$ cat src/rtl/loader_consts.svh
/*
 Constants of the port configuration field loader: word addresses,
 register indices and sizes.
 Assumes it is included once per file by bare name.
*/
`ifndef LOADER_CONSTS_SVH
`define LOADER_CONSTS_SVH

`define NUM_PORTS 6
`define MAX_PORTS 8
`define PM_WORD_BASE 8'h50
`define SLOT_WORD_BASE 8'h60
`define PORT_WORD_STRIDE 8'h02
`define PM_DATA_WORD_STEP 8'h01

// register index inside a port window (config offset in the comment)
`define REG_PM_CAP 3'h0
// 40h
`define REG_PM_CTL 3'h1
// 44h
`define REG_SLOT_CAP 3'h2
// C0h
`define REG_PORT_NUM 3'h3
// CCh
`define REG_SLOT_CLK 3'h4
// D0h
`define REG_VC_CAP 3'h5
// 144h
`define REG_TC_MAP 3'h6
// 154h
`define REG_CTRL 7'h40
`define REG_STATUS 7'h41
`define ADDR_GLOBAL_BIT 6
`define ADDR_PORT_MSB 5
`define ADDR_PORT_LSB 3
`define ADDR_REG_MSB 2

`endif

$ cat src/rtl/loader_pkg.sv
/*
 Types of the port configuration field loader: states, word layouts,
 per-port field store and register images.
 Assumes loader_consts.svh holds the numeric constants.
*/
package loader_pkg;

	typedef enum logic [1:0] {ST_ISSUE, ST_WAIT, ST_READY} ld_state_t;
	typedef enum logic [1:0] {WK_PM, WK_PMDATA, WK_SLOT} word_kind_t;
	typedef enum logic [1:0] {RD_IDLE, RD_REQ, RD_REL} rd_state_t;

	typedef struct packed {
		logic [7:0] unused;
		logic [1:0] wakeEventSupport;
		logic d2Support;
		logic d1Support;
		logic [2:0] auxCurrent;
		logic noSoftReset;
	} pm_word_t;

	typedef struct packed {
		logic [7:0] pmData;
		logic [7:0] unused;
	} pm_data_word_t;

	typedef struct packed {
		logic [6:0] tcMap;
		logic [1:0] unused;
		logic [2:0] portNum;
		logic lowPriorityChannelCount;
		logic devSpecInit;
		logic slotClock;
		logic slotImpl;
	} slot_word_t;

	typedef struct packed {
		logic noSoftReset;
		logic [2:0] auxCurrent;
		logic d1Support;
		logic d2Support;
		logic [1:0] wakeEventSupport;
		logic [7:0] pmData;
		logic slotImpl;
		logic slotClock;
		logic devSpecInit;
		logic lowPriorityChannelCount;
		logic [2:0] portNum;
		logic [6:0] tcMap;
	} port_fields_t;

	typedef struct packed {
		logic [1:0] rsvdHi;
		logic [1:0] wakeEventSupport;
		logic rsvdMid;
		logic d2Support;
		logic d1Support;
		logic [2:0] auxCurrent;
		logic devSpecInit;
		logic [20:0] rsvdLo;
	} pm_cap_reg_t;

	typedef struct packed {
		logic [7:0] pmData;
		logic [19:0] rsvdMid;
		logic noSoftReset;
		logic [2:0] rsvdLo;
	} pm_ctl_reg_t;

	typedef struct packed {logic [6:0] rsvdHi; logic slotImpl; logic [23:0] rsvdLo;} slot_cap_reg_t;
	typedef struct packed {logic [4:0] rsvdHi; logic [2:0] portNum; logic [23:0] rsvdLo;} port_num_reg_t;
	typedef struct packed {logic [2:0] rsvdHi; logic slotClock; logic [27:0] rsvdLo;} slot_clk_reg_t;
	typedef struct packed {
		logic [26:0] rsvdHi;
		logic lowPriorityChannelCount;
		logic [3:0] rsvdLo;
	} vc_cap_reg_t;
	typedef struct packed {logic [23:0] rsvdHi; logic [6:0] tcMap; logic rsvdLo;} tc_map_reg_t;
	typedef struct packed {logic [30:0] rsvd; logic reload;} ctrl_reg_t;
	typedef struct packed {
		logic [24:0] rsvd;
		logic [4:0] wordCount;
		logic busy;
		logic ready;
	} status_reg_t;

endpackage : loader_pkg

$ cat src/rtl/cfg_word_reader.sv
/*
 Fetches one 16-bit word from the external configuration memory with a
 four-phase request/acknowledge handshake.
 Assumes the memory holds data stable from before it raises ack until
 it sees the request drop.
*/
`timescale 1ns/1ps

module cfg_word_reader
(
	input wire logic sys_clk,
	input wire logic rst,
	input wire logic start,
	input wire logic [7:0] addr,
	output logic memReq,
	output logic [7:0] memAddr,
	input wire logic memAck,
	input wire logic [15:0] memData,
	output logic done,
	output logic [15:0] word
);

	logic ackMeta_r;
	logic ackSync_r;
	logic [15:0] dataMeta_r;
	logic [15:0] dataSync_r;
	logic memReq_r;
	logic [7:0] memAddr_r;
	logic done_r;
	logic [15:0] word_r;
	loader_pkg::rd_state_t state_r;

	assign memReq = memReq_r;
	assign memAddr = memAddr_r;
	assign done = done_r;
	assign word = word_r;

	// data rides the same two stages as ack, so it has settled when ack is seen
	always_ff @(posedge sys_clk or posedge rst)
	begin
		if (rst)
		begin
			ackMeta_r <= 1'b0;
			ackSync_r <= 1'b0;
			dataMeta_r <= 16'h0000;
			dataSync_r <= 16'h0000;
		end
		else
		begin
			ackMeta_r <= memAck;
			ackSync_r <= ackMeta_r;
			dataMeta_r <= memData;
			dataSync_r <= dataMeta_r;
		end
	end

	always_ff @(posedge sys_clk or posedge rst)
	begin
		if (rst)
		begin
			state_r <= loader_pkg::RD_IDLE;
			memReq_r <= 1'b0;
			memAddr_r <= 8'h00;
			done_r <= 1'b0;
			word_r <= 16'h0000;
		end
		else
		begin
			done_r <= 1'b0;
			case (state_r)
				loader_pkg::RD_IDLE:
					if (start)
					begin
						memReq_r <= 1'b1;
						memAddr_r <= addr;
						state_r <= loader_pkg::RD_REQ;
					end
				loader_pkg::RD_REQ:
					if (ackSync_r)
					begin
						word_r <= dataSync_r;
						memReq_r <= 1'b0;
						state_r <= loader_pkg::RD_REL;
					end
				loader_pkg::RD_REL:
					if (!ackSync_r)
					begin
						done_r <= 1'b1;
						state_r <= loader_pkg::RD_IDLE;
					end
				default:
					state_r <= loader_pkg::RD_IDLE;
			endcase
		end
	end
endmodule : cfg_word_reader

$ cat src/rtl/port_config_field_loader.sv
/*
 Loads per-port configuration fields of a six-port switch from the
 external configuration memory after reset, and shows them over an
 Avalon-MM slave with waitrequest.
 Assumes one clock; memory ack and data arrive asynchronously.
*/
// The address map and register access over Avalon-MM were decided locally.
`timescale 1ns/1ps
`include "loader_consts.svh"

module port_config_field_loader
#(
	parameter int NUM_PORTS = `NUM_PORTS
)
(
	input wire logic sys_clk,
	input wire logic rst,
	input wire logic [6:0] address,
	input wire logic read,
	input wire logic write,
	input wire logic [31:0] writedata,
	output logic [31:0] readdata,
	output logic waitrequest,
	output logic memReq,
	output logic [7:0] memAddr,
	input wire logic memAck,
	input wire logic [15:0] memData,
	output logic cfgReady,
	output loader_pkg::port_fields_t portFields [NUM_PORTS]
);

	generate
		if (NUM_PORTS < 1 || NUM_PORTS > `MAX_PORTS)
		begin : gBadPorts
			$error("NUM_PORTS out of range");
		end
	endgenerate

	localparam logic [2:0] LAST_PORT = 3'(NUM_PORTS - 1);

	function automatic logic [7:0] wordAddr(input logic [2:0] port,
		input loader_pkg::word_kind_t kind);
		logic [7:0] offs;
		offs = 8'(port) * `PORT_WORD_STRIDE;
		if (kind == loader_pkg::WK_SLOT)
			wordAddr = `SLOT_WORD_BASE + offs;
		else if (kind == loader_pkg::WK_PMDATA)
			wordAddr = `PM_WORD_BASE + offs + `PM_DATA_WORD_STEP;
		else
			wordAddr = `PM_WORD_BASE + offs;
	endfunction : wordAddr

	function automatic logic [31:0] regImage(input loader_pkg::port_fields_t f,
		input logic [2:0] sel);
		loader_pkg::pm_cap_reg_t cap;
		loader_pkg::pm_ctl_reg_t ctl;
		loader_pkg::slot_cap_reg_t slot;
		loader_pkg::port_num_reg_t pnum;
		loader_pkg::slot_clk_reg_t sclk;
		loader_pkg::vc_cap_reg_t vc;
		loader_pkg::tc_map_reg_t tc;
		cap = '0;
		ctl = '0;
		slot = '0;
		pnum = '0;
		sclk = '0;
		vc = '0;
		tc = '0;
		cap.wakeEventSupport = f.wakeEventSupport;
		cap.d2Support = f.d2Support;
		cap.d1Support = f.d1Support;
		cap.auxCurrent = f.auxCurrent;
		cap.devSpecInit = f.devSpecInit;
		ctl.pmData = f.pmData;
		ctl.noSoftReset = f.noSoftReset;
		slot.slotImpl = f.slotImpl;
		pnum.portNum = f.portNum;
		sclk.slotClock = f.slotClock;
		vc.lowPriorityChannelCount = f.lowPriorityChannelCount;
		tc.tcMap = f.tcMap;
		if (sel == `REG_PM_CAP)
			regImage = cap;
		else if (sel == `REG_PM_CTL)
			regImage = ctl;
		else if (sel == `REG_SLOT_CAP)
			regImage = slot;
		else if (sel == `REG_PORT_NUM)
			regImage = pnum;
		else if (sel == `REG_SLOT_CLK)
			regImage = sclk;
		else if (sel == `REG_VC_CAP)
			regImage = vc;
		else if (sel == `REG_TC_MAP)
			regImage = tc;
		else
			regImage = 32'h0000_0000;
	endfunction : regImage

	loader_pkg::ld_state_t state_r;
	loader_pkg::ld_state_t state_nxt;
	loader_pkg::word_kind_t kind_r;
	logic [2:0] portIdx_r;
	logic [4:0] wordCount_r;
	logic rdStart_r;
	logic rdDone;
	logic [15:0] rdWord;
	logic waitReq_r;
	logic [31:0] readdata_r;
	logic cfgReady_r;
	loader_pkg::port_fields_t fields_r [NUM_PORTS];
	logic [31:0] readMux;

	wire loader_pkg::pm_word_t pmWord = loader_pkg::pm_word_t'(rdWord);
	wire loader_pkg::pm_data_word_t dataWord = loader_pkg::pm_data_word_t'(rdWord);
	wire loader_pkg::slot_word_t slotWord = loader_pkg::slot_word_t'(rdWord);
	wire applyEn = (state_r == loader_pkg::ST_WAIT) && rdDone;
	wire lastWord = (portIdx_r == LAST_PORT) && (kind_r == loader_pkg::WK_SLOT);
	wire busReq = read || write;
	wire accessNow = busReq && !waitReq_r;
	wire loader_pkg::ctrl_reg_t ctrlIn = loader_pkg::ctrl_reg_t'(writedata);
	wire reloadReq = accessNow && write && (address == `REG_CTRL) && ctrlIn.reload;
	wire [2:0] selPort = address[`ADDR_PORT_MSB:`ADDR_PORT_LSB];
	wire [2:0] selReg = address[`ADDR_REG_MSB:0];
	wire portWin = !address[`ADDR_GLOBAL_BIT] && (selPort <= LAST_PORT);

	assign readdata = readdata_r;
	assign waitrequest = waitReq_r;
	assign cfgReady = cfgReady_r;

	cfg_word_reader uReader
	(
		.sys_clk(sys_clk),
		.rst(rst),
		.start(rdStart_r),
		.addr(wordAddr(portIdx_r, kind_r)),
		.memReq(memReq),
		.memAddr(memAddr),
		.memAck(memAck),
		.memData(memData),
		.done(rdDone),
		.word(rdWord)
	);

	always_comb
	begin
		state_nxt = state_r;
		case (state_r)
			loader_pkg::ST_ISSUE:
				state_nxt = loader_pkg::ST_WAIT;
			loader_pkg::ST_WAIT:
				if (rdDone)
					state_nxt = lastWord ? loader_pkg::ST_READY : loader_pkg::ST_ISSUE;
			loader_pkg::ST_READY:
				if (reloadReq)
					state_nxt = loader_pkg::ST_ISSUE;
			default:
				state_nxt = loader_pkg::ST_ISSUE;
		endcase
	end

	// fetch order: per port pm word, pm data word, slot word
	always_ff @(posedge sys_clk or posedge rst)
	begin
		if (rst)
		begin
			state_r <= loader_pkg::ST_ISSUE;
			portIdx_r <= 3'h0;
			kind_r <= loader_pkg::WK_PM;
			wordCount_r <= 5'h00;
			rdStart_r <= 1'b0;
			cfgReady_r <= 1'b0;
		end
		else
		begin
			state_r <= state_nxt;
			// taken from the present state, so the first word after reset is requested too
			rdStart_r <= (state_r == loader_pkg::ST_ISSUE);
			cfgReady_r <= (state_nxt == loader_pkg::ST_READY);
			if (reloadReq)
			begin
				portIdx_r <= 3'h0;
				kind_r <= loader_pkg::WK_PM;
				wordCount_r <= 5'h00;
			end
			else if (applyEn && !lastWord)
			begin
				wordCount_r <= wordCount_r + 5'h01;
				if (kind_r == loader_pkg::WK_PM)
					kind_r <= loader_pkg::WK_PMDATA;
				else if (kind_r == loader_pkg::WK_PMDATA)
					kind_r <= loader_pkg::WK_SLOT;
				else
				begin
					kind_r <= loader_pkg::WK_PM;
					portIdx_r <= portIdx_r + 3'h1;
				end
			end
			else if (applyEn)
				wordCount_r <= wordCount_r + 5'h01;
		end
	end

	// fields stay at their last load across a reload until overwritten
	genvar g;
	generate
		for (g = 0; g < NUM_PORTS; g++)
		begin : gPort
			wire hit = applyEn && (portIdx_r == 3'(g));
			always_ff @(posedge sys_clk or posedge rst)
			begin
				if (rst)
					fields_r[g] <= '0;
				else if (hit && kind_r == loader_pkg::WK_PM)
				begin
					fields_r[g].noSoftReset <= pmWord.noSoftReset;
					fields_r[g].auxCurrent <= pmWord.auxCurrent;
					fields_r[g].d1Support <= pmWord.d1Support;
					fields_r[g].d2Support <= pmWord.d2Support;
					fields_r[g].wakeEventSupport <= pmWord.wakeEventSupport;
				end
				else if (hit && kind_r == loader_pkg::WK_PMDATA)
					fields_r[g].pmData <= dataWord.pmData;
				else if (hit && kind_r == loader_pkg::WK_SLOT)
				begin
					fields_r[g].slotImpl <= slotWord.slotImpl;
					fields_r[g].slotClock <= slotWord.slotClock;
					fields_r[g].devSpecInit <= slotWord.devSpecInit;
					fields_r[g].lowPriorityChannelCount <= slotWord.lowPriorityChannelCount;
					fields_r[g].portNum <= slotWord.portNum;
					fields_r[g].tcMap <= slotWord.tcMap;
				end
			end
			assign portFields[g] = fields_r[g];
		end
	endgenerate

	always_comb
	begin
		loader_pkg::status_reg_t st;
		st = '0;
		st.wordCount = wordCount_r;
		st.busy = (state_r != loader_pkg::ST_READY);
		st.ready = cfgReady_r;
		if (address == `REG_STATUS)
			readMux = st;
		else if (portWin)
			readMux = regImage(fields_r[selPort], selReg);
		else
			readMux = 32'h0000_0000;
	end

	// no answer while loading, so nobody reads a half-loaded port
	always_ff @(posedge sys_clk or posedge rst)
	begin
		if (rst)
		begin
			waitReq_r <= 1'b1;
			readdata_r <= 32'h0000_0000;
		end
		else
		begin
			waitReq_r <= !(busReq && waitReq_r && cfgReady_r);
			if (busReq && waitReq_r && read)
				readdata_r <= readMux;
		end
	end
endmodule : port_config_field_loader

$ cat config.mk
export PLATFORM = sky130hd
export DESIGN_NAME = port_config_field_loader
export DESIGN_NICKNAME = d
export VERILOG_FILES = /design/src/rtl/loader_pkg.sv /design/src/rtl/cfg_word_reader.sv /design/src/rtl/port_config_field_loader.sv
export VERILOG_INCLUDE_DIRS = /design/src /design/src/rtl
export SDC_FILE = /design/constraint.sdc
export NUM_CORES = 1
export LEC_CHECK = 0
export ABC_AREA = 1
export BUFFER_PORTS_ARGS = -buffer_cell sky130_fd_sc_hd__buf_2
export CAP_MARGIN = 20
export CORE_ASPECT_RATIO = 1.5
export CORE_MARGIN = 8
export CORE_UTILIZATION = 49
export CTS_CLUSTER_SIZE = 12
export DETAILED_ROUTE_END_ITERATION = 16
export HOLD_SLACK_MARGIN = 0.05
export PLACE_DENSITY = 0.8
export SLEW_MARGIN = 5
export SYNTH_ARGS = -nofsm -noshare
export SYNTH_HDL_FRONTEND = slang
export SYNTH_SLANG_ARGS = --single-unit
$ cat constraint.sdc
create_clock -name sys_clk -period 9.85 [get_ports sys_clk]
set_clock_uncertainty 0.15 [all_clocks]
set_input_delay 1.97 -clock sys_clk [delete_from_list [all_inputs] [get_ports sys_clk]]
set_output_delay 1.97 -clock sys_clk [all_outputs]
set_load 0.05 [all_outputs]
==> metrics.md, run 1 <==
| Metric | Value |
|---|---|
| Final critical-path share of the clock period | `0.414` |
| Longest Clk Path Bufs | `3` |
| Length of routed met2 wiring | `17300 µm` |
| Number of synthesized flops with an enable pin | `0` |
| Antenna-violating nets left | `0` |
| Initial Util | `0.494` |
| Core area | `0.0249 mm²` |
| Final hold slack | `0.195 ns` |
| First-pass DRT Iterations | `5` |
| Rows | `71` |
| Setup ws final | `5.77 ns` |
| Final HPWL DP | `26600 µm` |
| Max-slew violations | `0` |
| Iteration-0 DRC Markers | `1008` |
| CTS tree | `built` |
| Mapped Avg Cell Area | `9.44 µm²` |
| Post-synth cell types | `38` |
| Pre-CTS setup slack | `5.36 ns` |
| Layout area overhead | `15.4%` |
| GRT overflow | `0` |
| Top Layer Used | `met5` |
| Ant. Diodes | `0` |
| First-pass GRT wire length | `58100 µm` |
| Critical path data required time | `10.17 ns` |
| Cell Area, Synth | `0.0123 mm²` |
| Num CTS Buffers | `27` |
| Top FF cell, synth | `dfrtp_1` |
| Hold Fails Final Rpt | `0` |
| Setup Viol. Count Final | `0` |
| Postcts setup bufs | `0` |
| Input/output buffers | `237` |
| Hold-fix buffers, CTS | `0` |
| Crit-path max FO | `90` |
| Max_cap viols | `0` |
| Pwr/cell area | `217 mW/mm²` |
| Placer's final routability congestion estimate | `0.898` |
| Largest net degree at the start of global routing | `137` |
| Minimum clock period | `4.08 ns` |
| Die height | `210 µm` |
| CP endpoint kind | `flip-flop` |
| Layout cell share with drive strength beyond 1 | `0.265` |
| Nets | `1566` |
| Hold crit path type | `flip-flop to flip-flop` |
| Full die area | `0.0305 mm²` |
| Cell taking the most area after synthesis | `dfrtp_1` |
| Top Ports | `283` |
| Slew of the pin with the lowest slew margin | `1.02 ns` |
| Data arrival time of the critical path | `4.40 ns` |
| Gates resized, CTS repair | `0` |
| Fin Setup TNS | `0 ns` |
| CP Class | `primary input to flip-flop` |
| Inst Count DP | `1798` |
| WL/cell | `20.5 µm` |
| Via count | `10050` |
| Flops & latches, synth | `275` |
| Async SR Flop Fraction | `1.00` |
| Slew HR | `0.320` |
| CTS root buffer | `clkbuf_16` |
| Max IR drop VDD | `164 µV` |
| Detailed-route vias per instance | `5.48` |
| DRC | `0` |
| Post-synth top area share | `0.558` |
| Yosys warns | `0` |
| Final cell count without fillers | `1833` |
| Initial antenna violation count | `1` |
| Placed instance area | `0.0134 mm²` |
| Main area contributors after synthesis | `dfrtp_1 56%, nand2_1 11%, o21ai_2 5.5%, o21ai_0 5.3%, o21ai_1 2.9%` |
| Total Wirelength | `37600 µm` |
| Vias in the first global route | `9885` |
| Clock net sink count | `275` |
| Status | `finished, final reports clean` |
| Leakage | `7.10 nW` |
| Met1 wire length | `14400 µm` |
| Sequential area share after synthesis | `0.560` |
| Synth top cells by count | `360 x nand2_1, 274 x dfrtp_1, 130 x o21ai_0, 80 x nor2_1, 77 x o21ai_2` |
| Worst setup SP type | `primary input` |
| Met3 routed WL | `3020 µm` |
| Design area | `0.0142 mm²` |
| Die width | `145 µm` |
| Post-synthesis cell count | `1301` |
| # H-tree levels | `1` |
| Clock transition at path regs | `0.06 ns` |
| Fmax | `245 MHz` |
| Count leader, synth | `nand2_1` |
| Clk Latency, worst-skew pair | `0.54 ns` |
| Gr usage total | `0.242` |
| RSZ-0062 raised after global routing | `no` |
[critical path, cell delays in order]
cell	delay [ns]
buf_2	0.10
buf_4	0.26
inv_2	0.08
buf_4	0.74
o21ai_0	0.16
o21ai_0	0.43
a21oi_1	0.17
o21ai_0	0.26
nand2_1	0.12
nand2_1	0.07
[layout by cell type, fill, tap and decap left out, types with 5 or more instances in the layout]
cell / Yosys / final
a21oi_1: 15 / 15
o21ai_1: 70 / 70
buf_4: 20 / 8
or2_2: 6 / 6
o21ai_2: 77 / 77
o21a_1: 9 / 9
inv_1: 60 / 59
o22ai_1: 5 / 5
dfrtp_1: 274 / 274
nand3_1: 43 / 43
ha_1: 6 / 6
nor3_1: 6 / 6
buf_2: 22 / 237
conb_1: 1 / 14
o211ai_1: 11 / 11
inv_2: 6 / 6
clkbuf_16: 0 / 27
o21ai_0: 130 / 130
nor2_1: 80 / 80
nand4_1: 11 / 11
nand2_1: 360 / 360
nand3_4: 18 / 18
[state kept, by name (all words and copies together) (netlist names)]
name	cells
state_r	2
readdata	19
wordCount_r	5
uReader.ackSync_r	1
portIdx_r	3
cfgReady	1
uReader.state_r	2
uReader.memReq	1
rdStart_r	1
uReader.memAddr	7
uReader.ackMeta_r	1
uReader.done	1
portFields	180
uReader.dataMeta_r	16
uReader.word	16
waitrequest	1
kind_r	2
uReader.dataSync_r	16
[final cells by class]
cell class / count / area [µm²]
Clock inverter: 1 / 30.0
Inverter: 67 / 264
Sequential cell: 275 / 6880
Tap cell: 328 / 410
Multi-Input combinational cell: 883 / 4600
Timing Repair Buffer: 246 / 1260
Clock buffer: 33 / 728
Fill cell: 2212 / 10700
[path summary, 6_finish.rpt]
| path | startpoint | endpoint | slack [ns] | depth (start not counted) |
|---|---|---|---|---|
| setup / recovery | address[3] | readdata[29] | 5.77 | 10 |
| hold reg to reg | uReader.dataMeta_r[13] | uReader.dataSync_r[13] | 0.19 | 0 |
| min in group asynchronous | rst | uReader.dataMeta_r[2] | 1.48 | 2 |
| setup reg to reg | state_r[1] | portFields[2] | 7.24 | 7 |
| hold / removal | uReader.dataMeta_r[13] | uReader.dataSync_r[13] | 0.19 | 0 |
| max in group asynchronous | rst | portFields[112] | 6.47 | 3 |
[cell families (layout without fill, tap and decap cells)]
kind of cell,count (synthesis),in the layout,synth area share
AND/OR/NAND/NOR,535,535,0.198
AO/OA/AOI/OAI,328,328,0.166
other,1,14,0.000305
buffers and inverters,156,347,0.0696
adder cells (fa/ha/maj),6,6,0.00611
flip-flops,275,275,0.560
[stage by stage]
step	utilization	power (mW)
floorplan	-	1.93
global placement	0.539	2.12
detailed placement	0.539	2.14
CTS	0.569	3.08
global route	0.570	3.20
finish	0.570	3.07
[report_power, final]
part | switching, mW | internal, mW
combinational | 0.660 | 0.145
clock | 0.411 | 0.536
sequential | 0.0759 | 1.24
total | 1.15 | 1.92
[metal layers]
layer | vias to the layer above | global-route usage
met5 | - | 0
met4 | 2 | 0.166
met3 | 130 | 0.0554
met2 | 463 | 0.379
met1 | 4796 | 0.296
li1 | 4659 | -
(Power assumes the default switching activity.)
==> run 2: changes to the inputs <==
==> constraint.sdc (replaced) <==
create_clock -name sys_clk -period 3.5 [get_ports sys_clk]
set_clock_uncertainty 0.15 [all_clocks]
set_input_delay 0.7 -clock sys_clk [delete_from_list [all_inputs] [get_ports sys_clk]]
set_output_delay 0.7 -clock sys_clk [all_outputs]
set_load 0.05 [all_outputs]
==> run 2 against run 1 <==
  * Core utilization increased by 0.61 points
  * Non-clock buffer count grew 13
  * Sequential cell count did not move
  * Register-to-register slack got worse by 6.1 ns
  * Highest routed layer unchanged
  * Hold slack worse by 0.085 ns
==> metrics.md, run 2 (synthesis results as in run 1) <==
| Metric | Value |
|---|---|
| Hold crit path type | `primary input to flip-flop` |
| Fmax | `429 MHz` |
| Postcts setup bufs | `0 (unchanged)` |
| WL/cell | `20.5 µm (about the same)` |
| Minimum clock period | `2.33 ns` |
| Total Wirelength | `38000 µm (+1.1%)` |
| Final HPWL DP | `27400 µm (+2.9%)` |
| Setup Viol. Count Final | `0 (unchanged)` |
| Pwr/cell area | `605 mW/mm² (+180%)` |
| Slew HR | `0.470 (+0.151)` |
| Crit-path max FO | `28 (-69%)` |
| Vias in the first global route | `9942 (+0.58%)` |
| Longest Clk Path Bufs | `3 (unchanged)` |
| Commonest non-fill, non-tap cell in the layout | `nand2_1` |
| Most frequent cells in the layout | `360 x nand2_1, 274 x dfrtp_1, 237 x buf_2` |
| Largest net degree at the start of global routing | `108 (-21%)` |
| Placer's final routability congestion estimate | `0.932 (+3.8%)` |
| Hold path cells | `1 (+1)` |
| Critical path depth in cells | `7 (-3)` |
| Num CTS Buffers | `27 (unchanged)` |
| Layout area overhead | `16.6%` |
| Clock transition at path regs | `0.06 ns (about the same)` |
| Design area | `0.0143 mm² (+1.1%)` |
| First-pass DRT Iterations | `6 (+1)` |
| Core Util, Final | `0.576 (+0.00609)` |
| Max IR drop VDD | `442 µV (+170%)` |
| Via count | `10232 (+1.8%)` |
| Clk Latency, worst-skew pair | `0.55 ns (about the same)` |
| Setup ws final | `1.17 ns (-4.60 ns)` |
| Max-slew violations | `0 (unchanged)` |
| First-pass GRT wire length | `58700 µm (+0.91%)` |
| Gates resized, CTS repair | `0 (unchanged)` |
| Nets | `1579 (+0.83%)` |
| Ant. Diodes | `0 (unchanged)` |
| Post-route total power | `8.67 mW (+180%)` |
| Leakage | `7.18 nW (+1.0%)` |
| DRC | `0 (unchanged)` |
| Gr usage total | `0.244 (+0.00229)` |
| CP Class | `flip-flop to flip-flop` |
| Multi-input gate area | `0.00460 mm² (unchanged)` |
| Initial antenna violation count | `1 (unchanged)` |
| Final critical-path share of the clock period | `0.666` |
| GRT overflow | `0 (unchanged)` |
| Pre-CTS setup slack | `0.998 ns (-4.36 ns)` |
| CP dominant cell by count | `inv_1` |
| Hold Fails Final Rpt | `0 (unchanged)` |
| Top Ports | `283 (unchanged)` |
| CTS tree | `built` |
| Buf/Inv on CP | `2 (-2)` |
| Max reg flops | `180 (unchanged)` |
| Rows | `71 (unchanged)` |
| Cell count of the worst reg-to-reg path | `7 (unchanged)` |
| RSZ-0062 raised after global routing | `no` |
| Initial Util | `0.494 (unchanged)` |
| Layout cell share with drive strength beyond 1 | `0.270 (+0.00487)` |
| Slew of the pin with the lowest slew margin | `0.794 ns (-0.227 ns)` |
| Worst path top cell family by delay | `simple AND/OR/NAND/NOR gates` |
| Iteration-0 DRC Markers | `1034 (+2.6%)` |
| Detailed-route vias per instance | `5.52 (+0.66%)` |
| CP endpoint kind | `flip-flop` |
| CTS root buffer | `clkbuf_16` |
| Full die area | `0.0305 mm² (unchanged)` |
| Clock net sink count | `275 (unchanged)` |
| Input/output buffers | `237 (unchanged)` |
| Critical path data required time | `3.77 ns (-6.40 ns)` |
| Crit path max-delay cell type | `nand3_4` |
| Fin Setup TNS | `0 ns (unchanged)` |
| Core area | `0.0249 mm² (unchanged)` |
| Antenna-violating nets left | `0 (unchanged)` |
| Hold-fix buffers, CTS | `1 (+1)` |
| Die height | `210 µm (unchanged)` |
| Worst setup SP type | `flip-flop` |
| Filler instances | `2200 (-0.54%)` |
| Status | `finished, final reports clean` |
| Die width | `145 µm (unchanged)` |
| Cells along the critical path | `inv_1 -> ha_1 -> inv_1 -> nor2_1 -> nand3_4 -> nand2_1 -> o21ai_2` |
| Data arrival time of the critical path | `2.60 ns (-1.80 ns)` |
| Placed instance area | `0.0135 mm² (+1.1%)` |
| Register area | `0.00688 mm² (unchanged)` |
| # H-tree levels | `1 (unchanged)` |
| Worst path max stage delay | `0.48 ns (-0.26 ns)` |
| Max_cap viols | `0 (unchanged)` |
==> run 2: metrics by stage <==
step | instances | hold slack [ns]
floorplan | 1314 | 0.181
global placement | 1811 | 0.183
detailed placement | 1811 | 0.185
CTS | 1854 | 0.0916
global route | 1854 | 0.0933
finish | 1854 | 0.109
==> run 2: final timing paths <==
kind / from / slack (ns) / endpoint
setup / recovery: portIdx_r[0] / 1.17 / portFields[153]
hold / removal: memAck / 0.11 / uReader.ackMeta_r
setup reg to reg: portIdx_r[0] / 1.17 / portFields[153]
hold reg to reg: uReader.ackMeta_r / 0.19 / uReader.ackSync_r
max in group asynchronous: rst / 1.68 / portFields[140]
min in group asynchronous: rst / 0.59 / uReader.word[4]
==> run 2: cell type report <==
class,count,share of cell area
tap,328,0.0286
inverter,67,0.0182
sequential,275,0.480
clock buffer,40,0.0527
clock inverter,2,0.00114
multi-input combinational,883,0.321
timing repair buffer,259,0.0980
==> run 2: metal layers <==
metal,vias up,global-route usage,wire (µm)
li1,4690,-,-
met4,2,0.162,2880
met3,142,0.0571,3380
met1,4875,0.296,14200
met5,-,0,17
met2,523,0.387,17600
==> run 2: power breakdown <==
part	switching, mW	leakage, nW	internal (mW)	total [mW]
clock	1.18	0.371	1.47	2.65
combinational	1.88	3.11	0.424	2.30
sequential	0.218	3.69	3.50	3.72
